**src/rtl/kms_pkg.sv**
```systemverilog
// Constants, types and the default code tables for the key matrix scanner.
// Assumes a 40 MHz system clock and a passive 8 x 7 switch matrix.
`default_nettype none
package kms_pkg;
  // ----------------------------------------------------------------
  // Geometry and fixed key positions, index is {column, row}
  // ----------------------------------------------------------------
  localparam int NUM_ROWS = 8;
  localparam int NUM_COLS = 7;
  localparam logic [5:0] BRK_IDX = 6'h36;
  localparam logic [5:0] CTRL_IDX = 6'h35;
  localparam logic [5:0] SHIFT_IDX = 6'h37;
  localparam logic [5:0] REPT_IDX = 6'h2e;
  localparam logic [2:0] BRK_ROW = 3'h6;
  localparam logic [2:0] LAST_ROW = 3'h7;
  localparam logic [2:0] LAST_COL = 3'h6;
  localparam logic [7:0] CASE_BIT = 8'h20;
  // ----------------------------------------------------------------
  // Timing
  // ----------------------------------------------------------------
  localparam int CLK_MHZ = 40;
  localparam int SETTLE_NS = 1000;
  localparam int SETTLE_CYC = (SETTLE_NS * CLK_MHZ + 999) / 1000;
  localparam int SCAN_MS = 20;
  localparam int REPEAT_MS = 100;
  localparam int SCAN_CYC_DEF = SCAN_MS * CLK_MHZ * 1000;
  localparam int REPEAT_CYC_DEF = REPEAT_MS * CLK_MHZ * 1000;
  localparam int CNT_W = 24;

  typedef enum logic [1:0] {ST_IDLE, ST_SETTLE, ST_EMIT} kms_state_t;

  typedef struct packed {
    logic en;
    logic shifted;
    logic [5:0] addr;
    logic [7:0] data;
  } kms_tbl_wr_t;

  typedef struct packed {
    logic valid;
    logic [7:0] code;
  } kms_key_t;

  function automatic logic kms_is_alpha(input logic [7:0] c);
    return ((c >= 8'h41) && (c <= 8'h5a)) || ((c >= 8'h61) && (c <= 8'h7a));
  endfunction

  // Standard table; letters upper case unshifted, lower case shifted
  function automatic logic [7:0] kms_default_code(input logic sh,
      input logic [2:0] c, input logic [2:0] r);
    logic [7:0] v;
    v = 8'h00;
    unique case (c)
      3'h0: v = 8'h30 + {5'h00, r};
      3'h1: v = (r < 3'h2) ? 8'h38 + {5'h00, r} :
                (r < 3'h4) ? 8'h38 + {5'h00, r} : 8'h28 + {5'h00, r};
      3'h2: v = (r == 3'h0) ? 8'h0d : 8'h40 + {5'h00, r};
      3'h3: v = 8'h48 + {5'h00, r};
      3'h4: v = 8'h50 + {5'h00, r};
      3'h5: v = (r < 3'h4) ? 8'h58 + {5'h00, r} :
                (r == 3'h4) ? 8'h5e : (r == 3'h5) ? 8'h20 :
                (r == 3'h6) ? 8'h00 : 8'h7f;
      default: v = (r < 3'h4) ? 8'h10 + {5'h00, r} :
                   (r == 3'h4) ? 8'h09 : (r == 3'h6) ? 8'h03 : 8'h00;
    endcase
    if (sh && kms_is_alpha(v)) v = v | CASE_BIT;
    else if (sh && c < 3'h2) v = v ^ 8'h10;
    return v;
  endfunction
endpackage
`default_nettype wire

```
**src/rtl/kms_scan.sv**
```systemverilog
// Key matrix scanner and encoder: drives rows, reads columns, emits codes.
// Assumes column inputs are synchronous, high while a key on the row is down.
`timescale 1ns/1ps
`default_nettype none
module kms_scan #(
  parameter int SCAN_CYC = kms_pkg::SCAN_CYC_DEF,
  parameter int REPEAT_CYC = kms_pkg::REPEAT_CYC_DEF
) (
  input wire logic sys_clk,
  input wire logic rstn,
  input wire logic clk_en,
  output logic [7:0] row_drive,
  input wire logic [6:0] col_sense,
  input wire logic break_only,
  input wire kms_pkg::kms_tbl_wr_t tbl_wr,
  output kms_pkg::kms_key_t key_out,
  output logic break_hit,
  output logic case_inv
);
  import kms_pkg::*;

  // ----------------------------------------------------------------
  // State
  // ----------------------------------------------------------------
  kms_state_t state;
  logic [CNT_W-1:0] scan_cnt;
  logic [CNT_W-1:0] rep_cnt;
  logic [5:0] settle_cnt;
  logic [2:0] row;
  logic [2:0] col;
  logic [6:0] cols;
  logic [6:0] held [NUM_ROWS];
  logic [7:0] tbl [128];
  logic brk_mode;
  logic rep_due;
  logic rep_pass;

  // ----------------------------------------------------------------
  // Per-key decisions in the emit walk
  // ----------------------------------------------------------------
  logic [5:0] idx;
  logic press;
  logic prev;
  logic consider;
  logic is_mod;
  logic fire;
  logic new_press;
  logic shift_on;
  logic rept_on;
  logic [7:0] lookup;
  logic [7:0] next_code;
  logic scan_start;
  logic last_col;
  logic [6:0] wr_idx;

  assign idx = {col, row};
  assign press = cols[col];
  assign prev = held[row][col];
  assign consider = !brk_mode || (idx == BRK_IDX);
  assign is_mod = (idx == SHIFT_IDX) || (idx == CTRL_IDX) ||
                  (idx == REPT_IDX) || (idx == BRK_IDX);
  assign new_press = (state == ST_EMIT) && consider && press &&
                     !prev;
  assign fire = (state == ST_EMIT) && consider && press &&
                (!prev || rep_pass);
  assign shift_on = held[SHIFT_IDX[2:0]][SHIFT_IDX[5:3]];
  assign rept_on = held[REPT_IDX[2:0]][REPT_IDX[5:3]];
  assign lookup = tbl[{shift_on, idx}];
  assign next_code = (case_inv && kms_is_alpha(lookup)) ?
                     (lookup ^ CASE_BIT) : lookup;
  assign scan_start = (state == ST_IDLE) &&
                      (scan_cnt == CNT_W'(SCAN_CYC - 1));
  assign last_col = (state == ST_EMIT) && (col == LAST_COL);
  assign wr_idx = {tbl_wr.shifted, tbl_wr.addr};

  // ----------------------------------------------------------------
  // Scan sequencer
  // ----------------------------------------------------------------
  always_ff @(posedge sys_clk or negedge rstn) begin
    if (!rstn) begin
      state <= ST_IDLE;
      scan_cnt <= '0;
      settle_cnt <= '0;
      row <= 3'h0;
      col <= 3'h0;
      cols <= 7'h00;
      row_drive <= 8'h00;
      brk_mode <= 1'b0;
    end else if (clk_en) begin
      unique case (state)
        ST_IDLE: begin
          scan_cnt <= scan_cnt + 1'b1;
          if (scan_start) begin
            scan_cnt <= '0;
            brk_mode <= break_only;
            // Break-only scan visits one row and so ends quickly
            row <= break_only ? BRK_ROW : 3'h0;
            row_drive <= 8'h01 << (break_only ? BRK_ROW : 3'h0);
            settle_cnt <= '0;
            state <= ST_SETTLE;
          end
        end
        ST_SETTLE: begin
          settle_cnt <= settle_cnt + 1'b1;
          if (settle_cnt == 6'(SETTLE_CYC - 1)) begin
            cols <= col_sense;
            col <= 3'h0;
            state <= ST_EMIT;
          end
        end
        ST_EMIT: begin
          // Wrap after the last column so no select ever leaves the row
          col <= last_col ? 3'h0 : col + 1'b1;
          if (last_col) begin
            if (brk_mode || row == LAST_ROW) begin
              row_drive <= 8'h00;
              state <= ST_IDLE;
            end else begin
              row <= row + 1'b1;
              row_drive <= 8'h01 << (row + 1'b1);
              settle_cnt <= '0;
              state <= ST_SETTLE;
            end
          end
        end
        default: state <= ST_IDLE;
      endcase
    end
  end

  // ----------------------------------------------------------------
  // Key state memory and outputs
  // ----------------------------------------------------------------
  always_ff @(posedge sys_clk or negedge rstn) begin
    if (!rstn) begin
      for (int i = 0; i < NUM_ROWS; i++) held[i] <= 7'h00;
      key_out <= '0;
      break_hit <= 1'b0;
      case_inv <= 1'b0;
    end else if (clk_en) begin
      key_out.valid <= 1'b0;
      break_hit <= 1'b0;
      if (state == ST_EMIT && consider) held[row][col] <= press;
      if (fire && !is_mod) begin
        key_out.valid <= 1'b1;
        key_out.code <= next_code;
      end
      if (new_press && idx == CTRL_IDX) case_inv <= !case_inv;
      if (new_press && idx == BRK_IDX) break_hit <= 1'b1;
    end
  end

  // ----------------------------------------------------------------
  // Fixed-rate repeat timer; runs only while the repeat key is held
  // ----------------------------------------------------------------
  always_ff @(posedge sys_clk or negedge rstn) begin
    if (!rstn) begin
      rep_cnt <= '0;
      rep_due <= 1'b0;
      rep_pass <= 1'b0;
    end else if (clk_en) begin
      if (!rept_on) begin
        rep_cnt <= '0;
      end else if (rep_cnt == CNT_W'(REPEAT_CYC - 1)) begin
        rep_cnt <= '0;
      end else begin
        rep_cnt <= rep_cnt + 1'b1;
      end
      // A due tick landing on the scan start is kept for the next scan
      if (rept_on && rep_cnt == CNT_W'(REPEAT_CYC - 1)) begin
        rep_due <= 1'b1;
      end else if (scan_start) begin
        rep_due <= 1'b0;
      end
      if (scan_start) rep_pass <= rep_due && rept_on;
    end
  end

  // ----------------------------------------------------------------
  // User code tables
  // ----------------------------------------------------------------
  always_ff @(posedge sys_clk or negedge rstn) begin
    if (!rstn) begin
      for (int i = 0; i < 128; i++) begin
        tbl[i] <= kms_default_code(i[6], i[5:3], i[2:0]);
      end
    end else if (clk_en && tbl_wr.en) begin
      tbl[wr_idx] <= tbl_wr.data;
    end
  end

  // ----------------------------------------------------------------
  // Checks
  // ----------------------------------------------------------------
  property p_one_row;
    @(posedge sys_clk) disable iff (!rstn) $onehot0(row_drive);
  endproperty
  a_one_row: assert property (p_one_row)
    else $error("rows overlap");

  property p_settled;
    @(posedge sys_clk) disable iff (!rstn || !clk_en)
      (state == ST_SETTLE && settle_cnt == 6'(SETTLE_CYC - 1))
      |=> state == ST_EMIT && cols == $past(col_sense);
  endproperty
  a_settled: assert property (p_settled) else $error("bad sample");

  property p_new_only;
    @(posedge sys_clk) disable iff (!rstn || !clk_en)
      (state == ST_EMIT && prev && !rep_pass) |=> !key_out.valid;
  endproperty
  a_new_only: assert property (p_new_only)
    else $error("held key coded");

  property p_repeat;
    @(posedge sys_clk) disable iff (!rstn || !clk_en)
      (fire && rep_pass && prev && !is_mod) |=> key_out.valid;
  endproperty
  a_repeat: assert property (p_repeat) else $error("repeat lost");

  property p_code;
    @(posedge sys_clk) disable iff (!rstn || !clk_en)
      (fire && !is_mod) |=> key_out.code == $past(next_code);
  endproperty
  a_code: assert property (p_code) else $error("wrong code");

  property p_brk_row;
    @(posedge sys_clk) disable iff (!rstn || !clk_en)
      (scan_start && break_only) |=> row_drive == 8'h40 [*2];
  endproperty
  a_brk_row: assert property (p_brk_row) else $error("break row");

  property p_brk_quiet;
    @(posedge sys_clk) disable iff (!rstn || !clk_en)
      (brk_mode && state == ST_EMIT) |=> !key_out.valid;
  endproperty
  a_brk_quiet: assert property (p_brk_quiet)
    else $error("code in break");

  property p_ctrl;
    @(posedge sys_clk) disable iff (!rstn || !clk_en)
      (new_press && idx == CTRL_IDX) |=> case_inv != $past(case_inv);
  endproperty
  a_ctrl: assert property (p_ctrl) else $error("no toggle");

  property p_tbl;
    @(posedge sys_clk) disable iff (!rstn || !clk_en)
      tbl_wr.en |=> tbl[$past(wr_idx)] == $past(tbl_wr.data);
  endproperty
  a_tbl: assert property (p_tbl) else $error("table write lost");

  c_code: cover property (@(posedge sys_clk) key_out.valid);
  c_rep: cover property (@(posedge sys_clk) fire && rep_pass && prev);
  c_brk: cover property (@(posedge sys_clk) break_hit);
  c_inv: cover property (@(posedge sys_clk) key_out.valid && case_inv);
endmodule
`default_nettype wire

```
**config.mk**
```make
export PLATFORM = sky130hd
export DESIGN_NAME = kms_scan
export DESIGN_NICKNAME = d
export VERILOG_FILES = /design/src/rtl/kms_pkg.sv /design/src/rtl/kms_scan.sv
export SDC_FILE = /design/constraint.sdc
export NUM_CORES = 2
export LEC_CHECK = 0
export CAP_MARGIN = 10
export CELL_PAD_IN_SITES_DETAIL_PLACEMENT = 2
export CELL_PAD_IN_SITES_GLOBAL_PLACEMENT = 2
export CORE_MARGIN = 2
export CORE_UTILIZATION = 33
export DETAILED_ROUTE_END_ITERATION = 7
export DONT_BUFFER_PORTS = 1
export PLACE_DENSITY = 0.7
export SLEW_MARGIN = 10
export SYNTH_ARGS = -nofsm -noshare
export SYNTH_HDL_FRONTEND = slang
export SYNTH_SLANG_ARGS = --single-unit
export TNS_END_PERCENT = 1
```
**constraint.sdc**
```tcl
create_clock -name sys_clk -period 8.2 [get_ports sys_clk]
set_input_delay 0.82 -clock sys_clk [delete_from_list [all_inputs] [get_ports sys_clk]]
set_output_delay 0.82 -clock sys_clk [all_outputs]
set_load 0.05 [all_outputs]
```
Word level (Yosys, flattened, before mapping) --
Index checks and enable logic that the tools add are counted.
Word-level totals: flip-flop bits (word level) 1171
Operators by class: bitwise logic cells 4, reduce and logical (&&, ||, !) cells 47, multiplexer cells 47, equal/unequal tests 15, add/subtract/negate cells 5, $lt $le $gt $ge 11, shifts and indexed selects 2
Operators with widths (number):
- 1024-bit bitwise mux | 1
- 24-bit 2-to-1 mux | 3
- 8-bit binary-select mux with 7-bit select | 1
- 56-bit bitwise mux | 1
- 8-bit demux with 7-bit select | 1
- 24-bit by 1-bit adder with 24-bit output (second input constant) | 2
- 8-bit 2-to-1 mux | 6
- 6-bit equality test (second input constant) | 5
- 24-bit by 20-bit equality test with 1-bit output (second input constant) | 1
- 24-bit by 22-bit equality test with 1-bit output (second input constant) | 1
- 6-bit 2-to-1 mux | 4
- 7-bit binary-select mux with 3-bit select | 1
- 7-bit demux with 3-bit select | 1
- 7-bit 2-to-1 mux | 3
- 1-bit logical AND | 18
- 3-bit 2-to-1 mux | 6
- 6-bit one-hot mux with 3 select lines | 1
- 8-bit by 7-bit greater-or-equal comparator with 1-bit output (second input constant) | 2
- 8-bit greater-or-equal comparator (second input constant) | 2
- 8-bit by 7-bit <= comparator with 1-bit output (second input constant) | 2
- 7-bit NOT with 8-bit output | 2
- 8-bit one-hot mux with 2 select lines | 1
- 1-bit by 3-bit left shift with 8-bit output (first input constant) | 2
- 3-bit one-hot mux with 2 select lines | 2
- other kinds (28) | 62

Longest topological paths before layout --
word-level depth 11, depth in mapped cells 16, mapped depth without buffers 11

Worst setup path before layout --
Ideal clock, no wire load.
kind register -> register, from register row[0], to register key_out[0] (netlist bit), buffers on the path 6, setup time 125 ps, stages on the path, launching flop included 14, arrival 2771 ps, required time 8075 ps, path slack 5304 ps, cell sequence dfrtp_1 > buf_6 > buf_6 > buf_4 > inv_1 > clkbuf_1 > ha_1 > nand3_1 > a21o_1 > clkbuf_1 > a21oi_1 > o211a_1 > buf_2 > mux2_2
Between the ends: longest elaborated chain between the ends 11
Ends and longest elaborated chain:
- from (decl) | line kms_scan.sv:29 | logic [2:0] row;
- from (signal assigned) | line kms_scan.sv:97 | row <= break_only ? BRK_ROW : 3'h0;
- from (signal assigned) | line kms_scan.sv:119 | row <= row + 1'b1;
- 3-bit NOT with 4-bit output (implied by the code) | line kms_scan.sv:58 | assign prev = held[row][col];
- 7-bit binary-select mux with 3-bit select | line kms_scan.sv:58
- 7-bit 2-to-1 mux (implied by the code) (2 in a row) | line kms_scan.sv:58
- 1-bit binary-select mux with 3-bit select | line kms_scan.sv:58
- 1-bit 2-to-1 mux (implied by the code) | line kms_scan.sv:58
- 1-bit logical NOT | line kms_scan.sv:65 | (!prev || rep_pass);
- 1-bit logical OR | line kms_scan.sv:65
- 1-bit logical AND | line kms_scan.sv:64 | assign fire = (state == ST_EMIT) && consider && press &&
- 1-bit logical AND | line kms_scan.sv:144 | if (fire && !is_mod) begin
- 2-bit AND reduction (no source line)
- to (decl) | line kms_scan.sv:16 | output kms_pkg::kms_key_t key_out,
Several ways; a longest one is shown, not always the timed one. The select of a mux whose other input is x is not followed. A chain may end at the register's enable or synchronous reset.

Final worst setup path --
from register row[1], to register key_out[5] (netlist bit)
Between the ends: longest elaborated chain between the ends 11
Ends and longest elaborated chain:
- parallel branches: the longest is 11 deep, another holds 8-bit by 7-bit greater-or-equal comparator with 1-bit output
Several ways; the timed one is not identified. The select of a mux whose other input is x is not followed.

==> key figures <==
Outcome
  • Outcome: complete, no violations

Global route
  • Via count of the first global-routing pass: 40100
  • Pin count of the biggest net entering global routing: 219
  • Global-route wire length before repair: a little under 300000 µm
  • GRT Resource Usage Total: 0.241
  • Number of antenna violations at the first check in global routing: 2
  • Total congestion overflow: 0

Logic synthesis
  • Summed instance area of the synthesized netlist: 0.0543 mm²
  • Largest family of logic cells by synthesized area: multiplexers
  • Leading area contributor after synthesis: dfrtp_1
  • Count of flip-flops with a built-in enable after synthesis: 0
  • Flop and latch count out of synthesis: 1171
  • Share of synthesized area spent on multiplexers: 0.279
  • Post-synthesis share of cell area spent on xor and xnor gates: 0.00371
  • Count of distinct cell types in the synthesized netlist: 78
  • Part of the Yosys area used for sequential elements: 0.549
  • Area share of the leading cell type in the synthesized netlist: 0.355
  • Number of synthesis warnings: 0
  • Fraction of the mapped netlist area in compound gates: 0.0844
  • Gate Count Post-Synth: roughly 4000
  • Largest cells by area after synthesis: dfrtp_1, mux2_2, dfstp_2
  • Post-synthesis net count: 4131
  • Post-synthesis average cell area: approximately 13 µm²
  • Most common flop cell mapped by yosys: dfrtp_1
  • Async S/R FF share, synth: 1.00
  • Top cell types by occurrence after synthesis: mux2_2, dfrtp_1, dfstp_2, nand2_1, clkbuf_1
  • Most used standard cell by instance count after synthesis: mux2_2
  • Adder-cell share of the synthesized area: 0.00277
  • Basic-gate share of the synthesized area counting and, or, nand and nor cells: 0.0535

Timing
  • Final-report max-slew violation count: 0
  • Total setup violations reported at the end of the flow: 0
  • Number of failing hold endpoints at the final stage: 0
  • Relative slew margins: 0.0417
  • Least-Margin Pin Slew: roughly 1.4 ns
  • Period utilisation layout: 0.615
  • Total negative slack: 0 ns
  • Skew final: between 0.03 and 0.04 ns
  • Achievable Freq: between 150 and 200 MHz
  • Setup repair after global routing missed its margin: no
  • Min Tclk post-route: between 5 and 6 ns

Detailed routing
  • Number of design rule violations left after detail routing: 0
  • Per-cell routed wire length: ~32 µm
  • Routed wire length: roughly 200000 µm
  • Via count normalized by instance count: 5.84
  • Via count: approximately 37000
  • Initial DRT Pass Iterations: 5
  • Remaining antenna violation count after routing: 0
  • Number of DRC markers after the initial detailed-route iteration: 2909

Power
  • Leak Pwr: approximately 26 nW
  • Overall Power: ~14 mW
  • Power Density: around 230 mW/mm²
  • Worst voltage drop across the vdd grid: 0.000238 V

Final layout
  • Fill count: 16300
  • Sequential cell area: 0.0298 mm²
  • Share of cells above drive strength 1: 0.466
  • Area occupied by multi-input gates: ~0.023 mm²
  • Signed area change from the synthesized netlist to the final layout: 12.5%
  • Final layout net count: approximately 4000

Floorplan
  • Site Rows: around 150
  • Y dimension of the die: roughly 410 µm
  • Die outline area: 0.168 mm²
  • Starting utilization of the core area: 0.333
  • Width of the die: about 410 µm
  • Area of the core region: approximately 0.16 mm²
  • Num ports: 46

Worst setup path
  • Kind of cell with the highest combined delay on the critical path: compound AO/OA/AOI/OAI gates
  • Type of destination of the critical path: flip-flop
  • Class of the most critical setup path: flip-flop to flip-flop
  • Largest fanout on the critical path: 34
  • Series of cell instances along the critical path: buf_4, and3b_4, buf_4, a22oi_1, a31oi_1, a2111oi_0, a31oi_1, nor2_1, a21o_1, mux2i_1, or2_1
  • WP data arrival: 5.71 ns
  • Max stage delay on crit path: roughly 1.1 ns
  • Worst path bufs/invs: 2
  • Startpoint Class: flip-flop
  • Worst path required time: 8.86 ns
  • Worst-path cell with the longest stage delay: a2111oi_0

CTS
  • Total number of clock tree sinks: around 1200
  • Post-cts sizing count: 0
  • Clock transition at the registers of the reported paths: 0.06 ns
  • H-Tree Depth: 4
  • Clock root cell: clkbuf_16
  • Total clock buffers created by CTS: approximately 140
  • Clock tree from TritonCTS: yes
  • Clock Latency Late Sink: ~0.8 ns
  • Buffer depth of the longest clock path: 3

Placement
  • Number of buffers inserted by port buffering: 0
  • HPWL after detailed placement: ~130000 µm
  • Final weighted congestion in routability-driven placement: 0.861

Job
  • Max_cap viols: 0

Worst hold path
  • Min-Delay Path Class: input pin to asynchronous set/reset pin
[routing by layer]
metal	global-route usage	part of all wire	vias to the layer above
met3	0.0482	0.057	419
met2	0.383	0.47	1152
met5	0	0.00017	-
li1	-	-	15000
met1	0.317	0.43	20200
met4	0.111	0.048	4
[per-stage QoR]
| step | utilization | cells | setup WS [ns] | hold slack (ns) | area, µm² |
|---|---|---|---|---|---|
| 3_5_place_dp | 0.347 | 6039 | 3.35 | 0.484 | 56500 |
| 4_1_cts | 0.374 | 6290 | 3.32 | 0.102 | 61000 |
| 5_1_grt | 0.374 | 6290 | 3.15 | 0.146 | 61000 |
| 2_1_floorplan | - | 4092 | 5.30 | 0.446 | 54300 |
| 6_report | 0.375 | 6293 | 3.16 | 0.0692 | 61000 |
| 3_3_place_gp | 0.346 | 6036 | 3.34 | 0.471 | 56400 |
[path summary, 6_finish.rpt]
kind | from | endpoint | slack, ns | cells after the start
setup / recovery | row[1] | key_out[5] | 3.16 | 11
hold / removal | rstn | tbl[137] | 0.07 | 1
max in group asynchronous | rstn | tbl[305] | 5.49 | 4
setup reg to reg | row[1] | key_out[5] | 3.16 | 11
hold reg to reg | rep_cnt[23] | rep_cnt[23] | 0.49 | 1
min in group sys_clk | col_sense[6] | cols[6] | 0.17 | 1
[cells by family after synthesis]
| kind of cell | count (synthesis) |
|---|---|
| adders and majority gates | 12 |
| buffers and inverters | 322 |
| xor gates and xnor gates | 23 |
| and+or+nand+nor | 626 |
| muxes | 1311 |
| AOI/OAI and AO/OA | 627 |
| DFF | 1171 |
[flip-flops by register name (all words and copies together), names as in the netlist, 2 cells and up]
signal,cells
key_out,9
rep_cnt,24
cols,7
scan_cnt,24
settle_cnt,6
row,3
col,3
row_drive,8
held,56
tbl,1024
state,2
[where the power goes]
group,switching (mW),internal (mW)
sequential,0.204,6.12
combinational,1.00,0.503
clock,2.57,3.66
total,3.78,10.3
[layout make-up]
type,instances,area share
sequential,1171,0.488
tap,2175,0.0446
clock buffer,219,0.0669
antenna,3,0.000123
clock inverter,30,0.00699
timing repair buffer,78,0.0130
multi-input combinational,2599,0.379
inverter,18,0.00111
[cell usage in the layout, fill, tap and decap left out, drive strengths merged, types with 6 or more instances in the layout]
cell,netlist,layout
a21oi,62,62
a221o,22,22
a221oi,80,80
a222oi,6,6
a22o,30,30
a22oi,188,188
a31o,7,7
a31oi,31,31
a41oi,8,8
and2,7,7
and3,29,29
and4,7,7
buf,106,77
bufinv,0,8
clkbuf,198,219
clkinv,3,19
dfrtp,771,771
dfstp,400,400
ha,12,12
inv,15,19
mux2,1160,1160
mux2i,104,104
mux4,47,47
nand2,236,236
nand2b,11,11
nand3,47,47
nand4,18,18
nor2,176,176
nor2b,15,15
nor3,28,28
nor4,18,18
nor4b,7,7
o211ai,9,9
o21ai,88,88
o221ai,7,7
o22ai,17,17
o2bb2ai,11,11
o31ai,13,13
xnor2,11,11
xor2,12,12
[repair_timing]
action,in CTS,in global routing
hold endpoints to repair,64,0
hold buffers,2,0
buffers inserted,0,0
No activity file was read; power rests on OpenSTA's default activity.
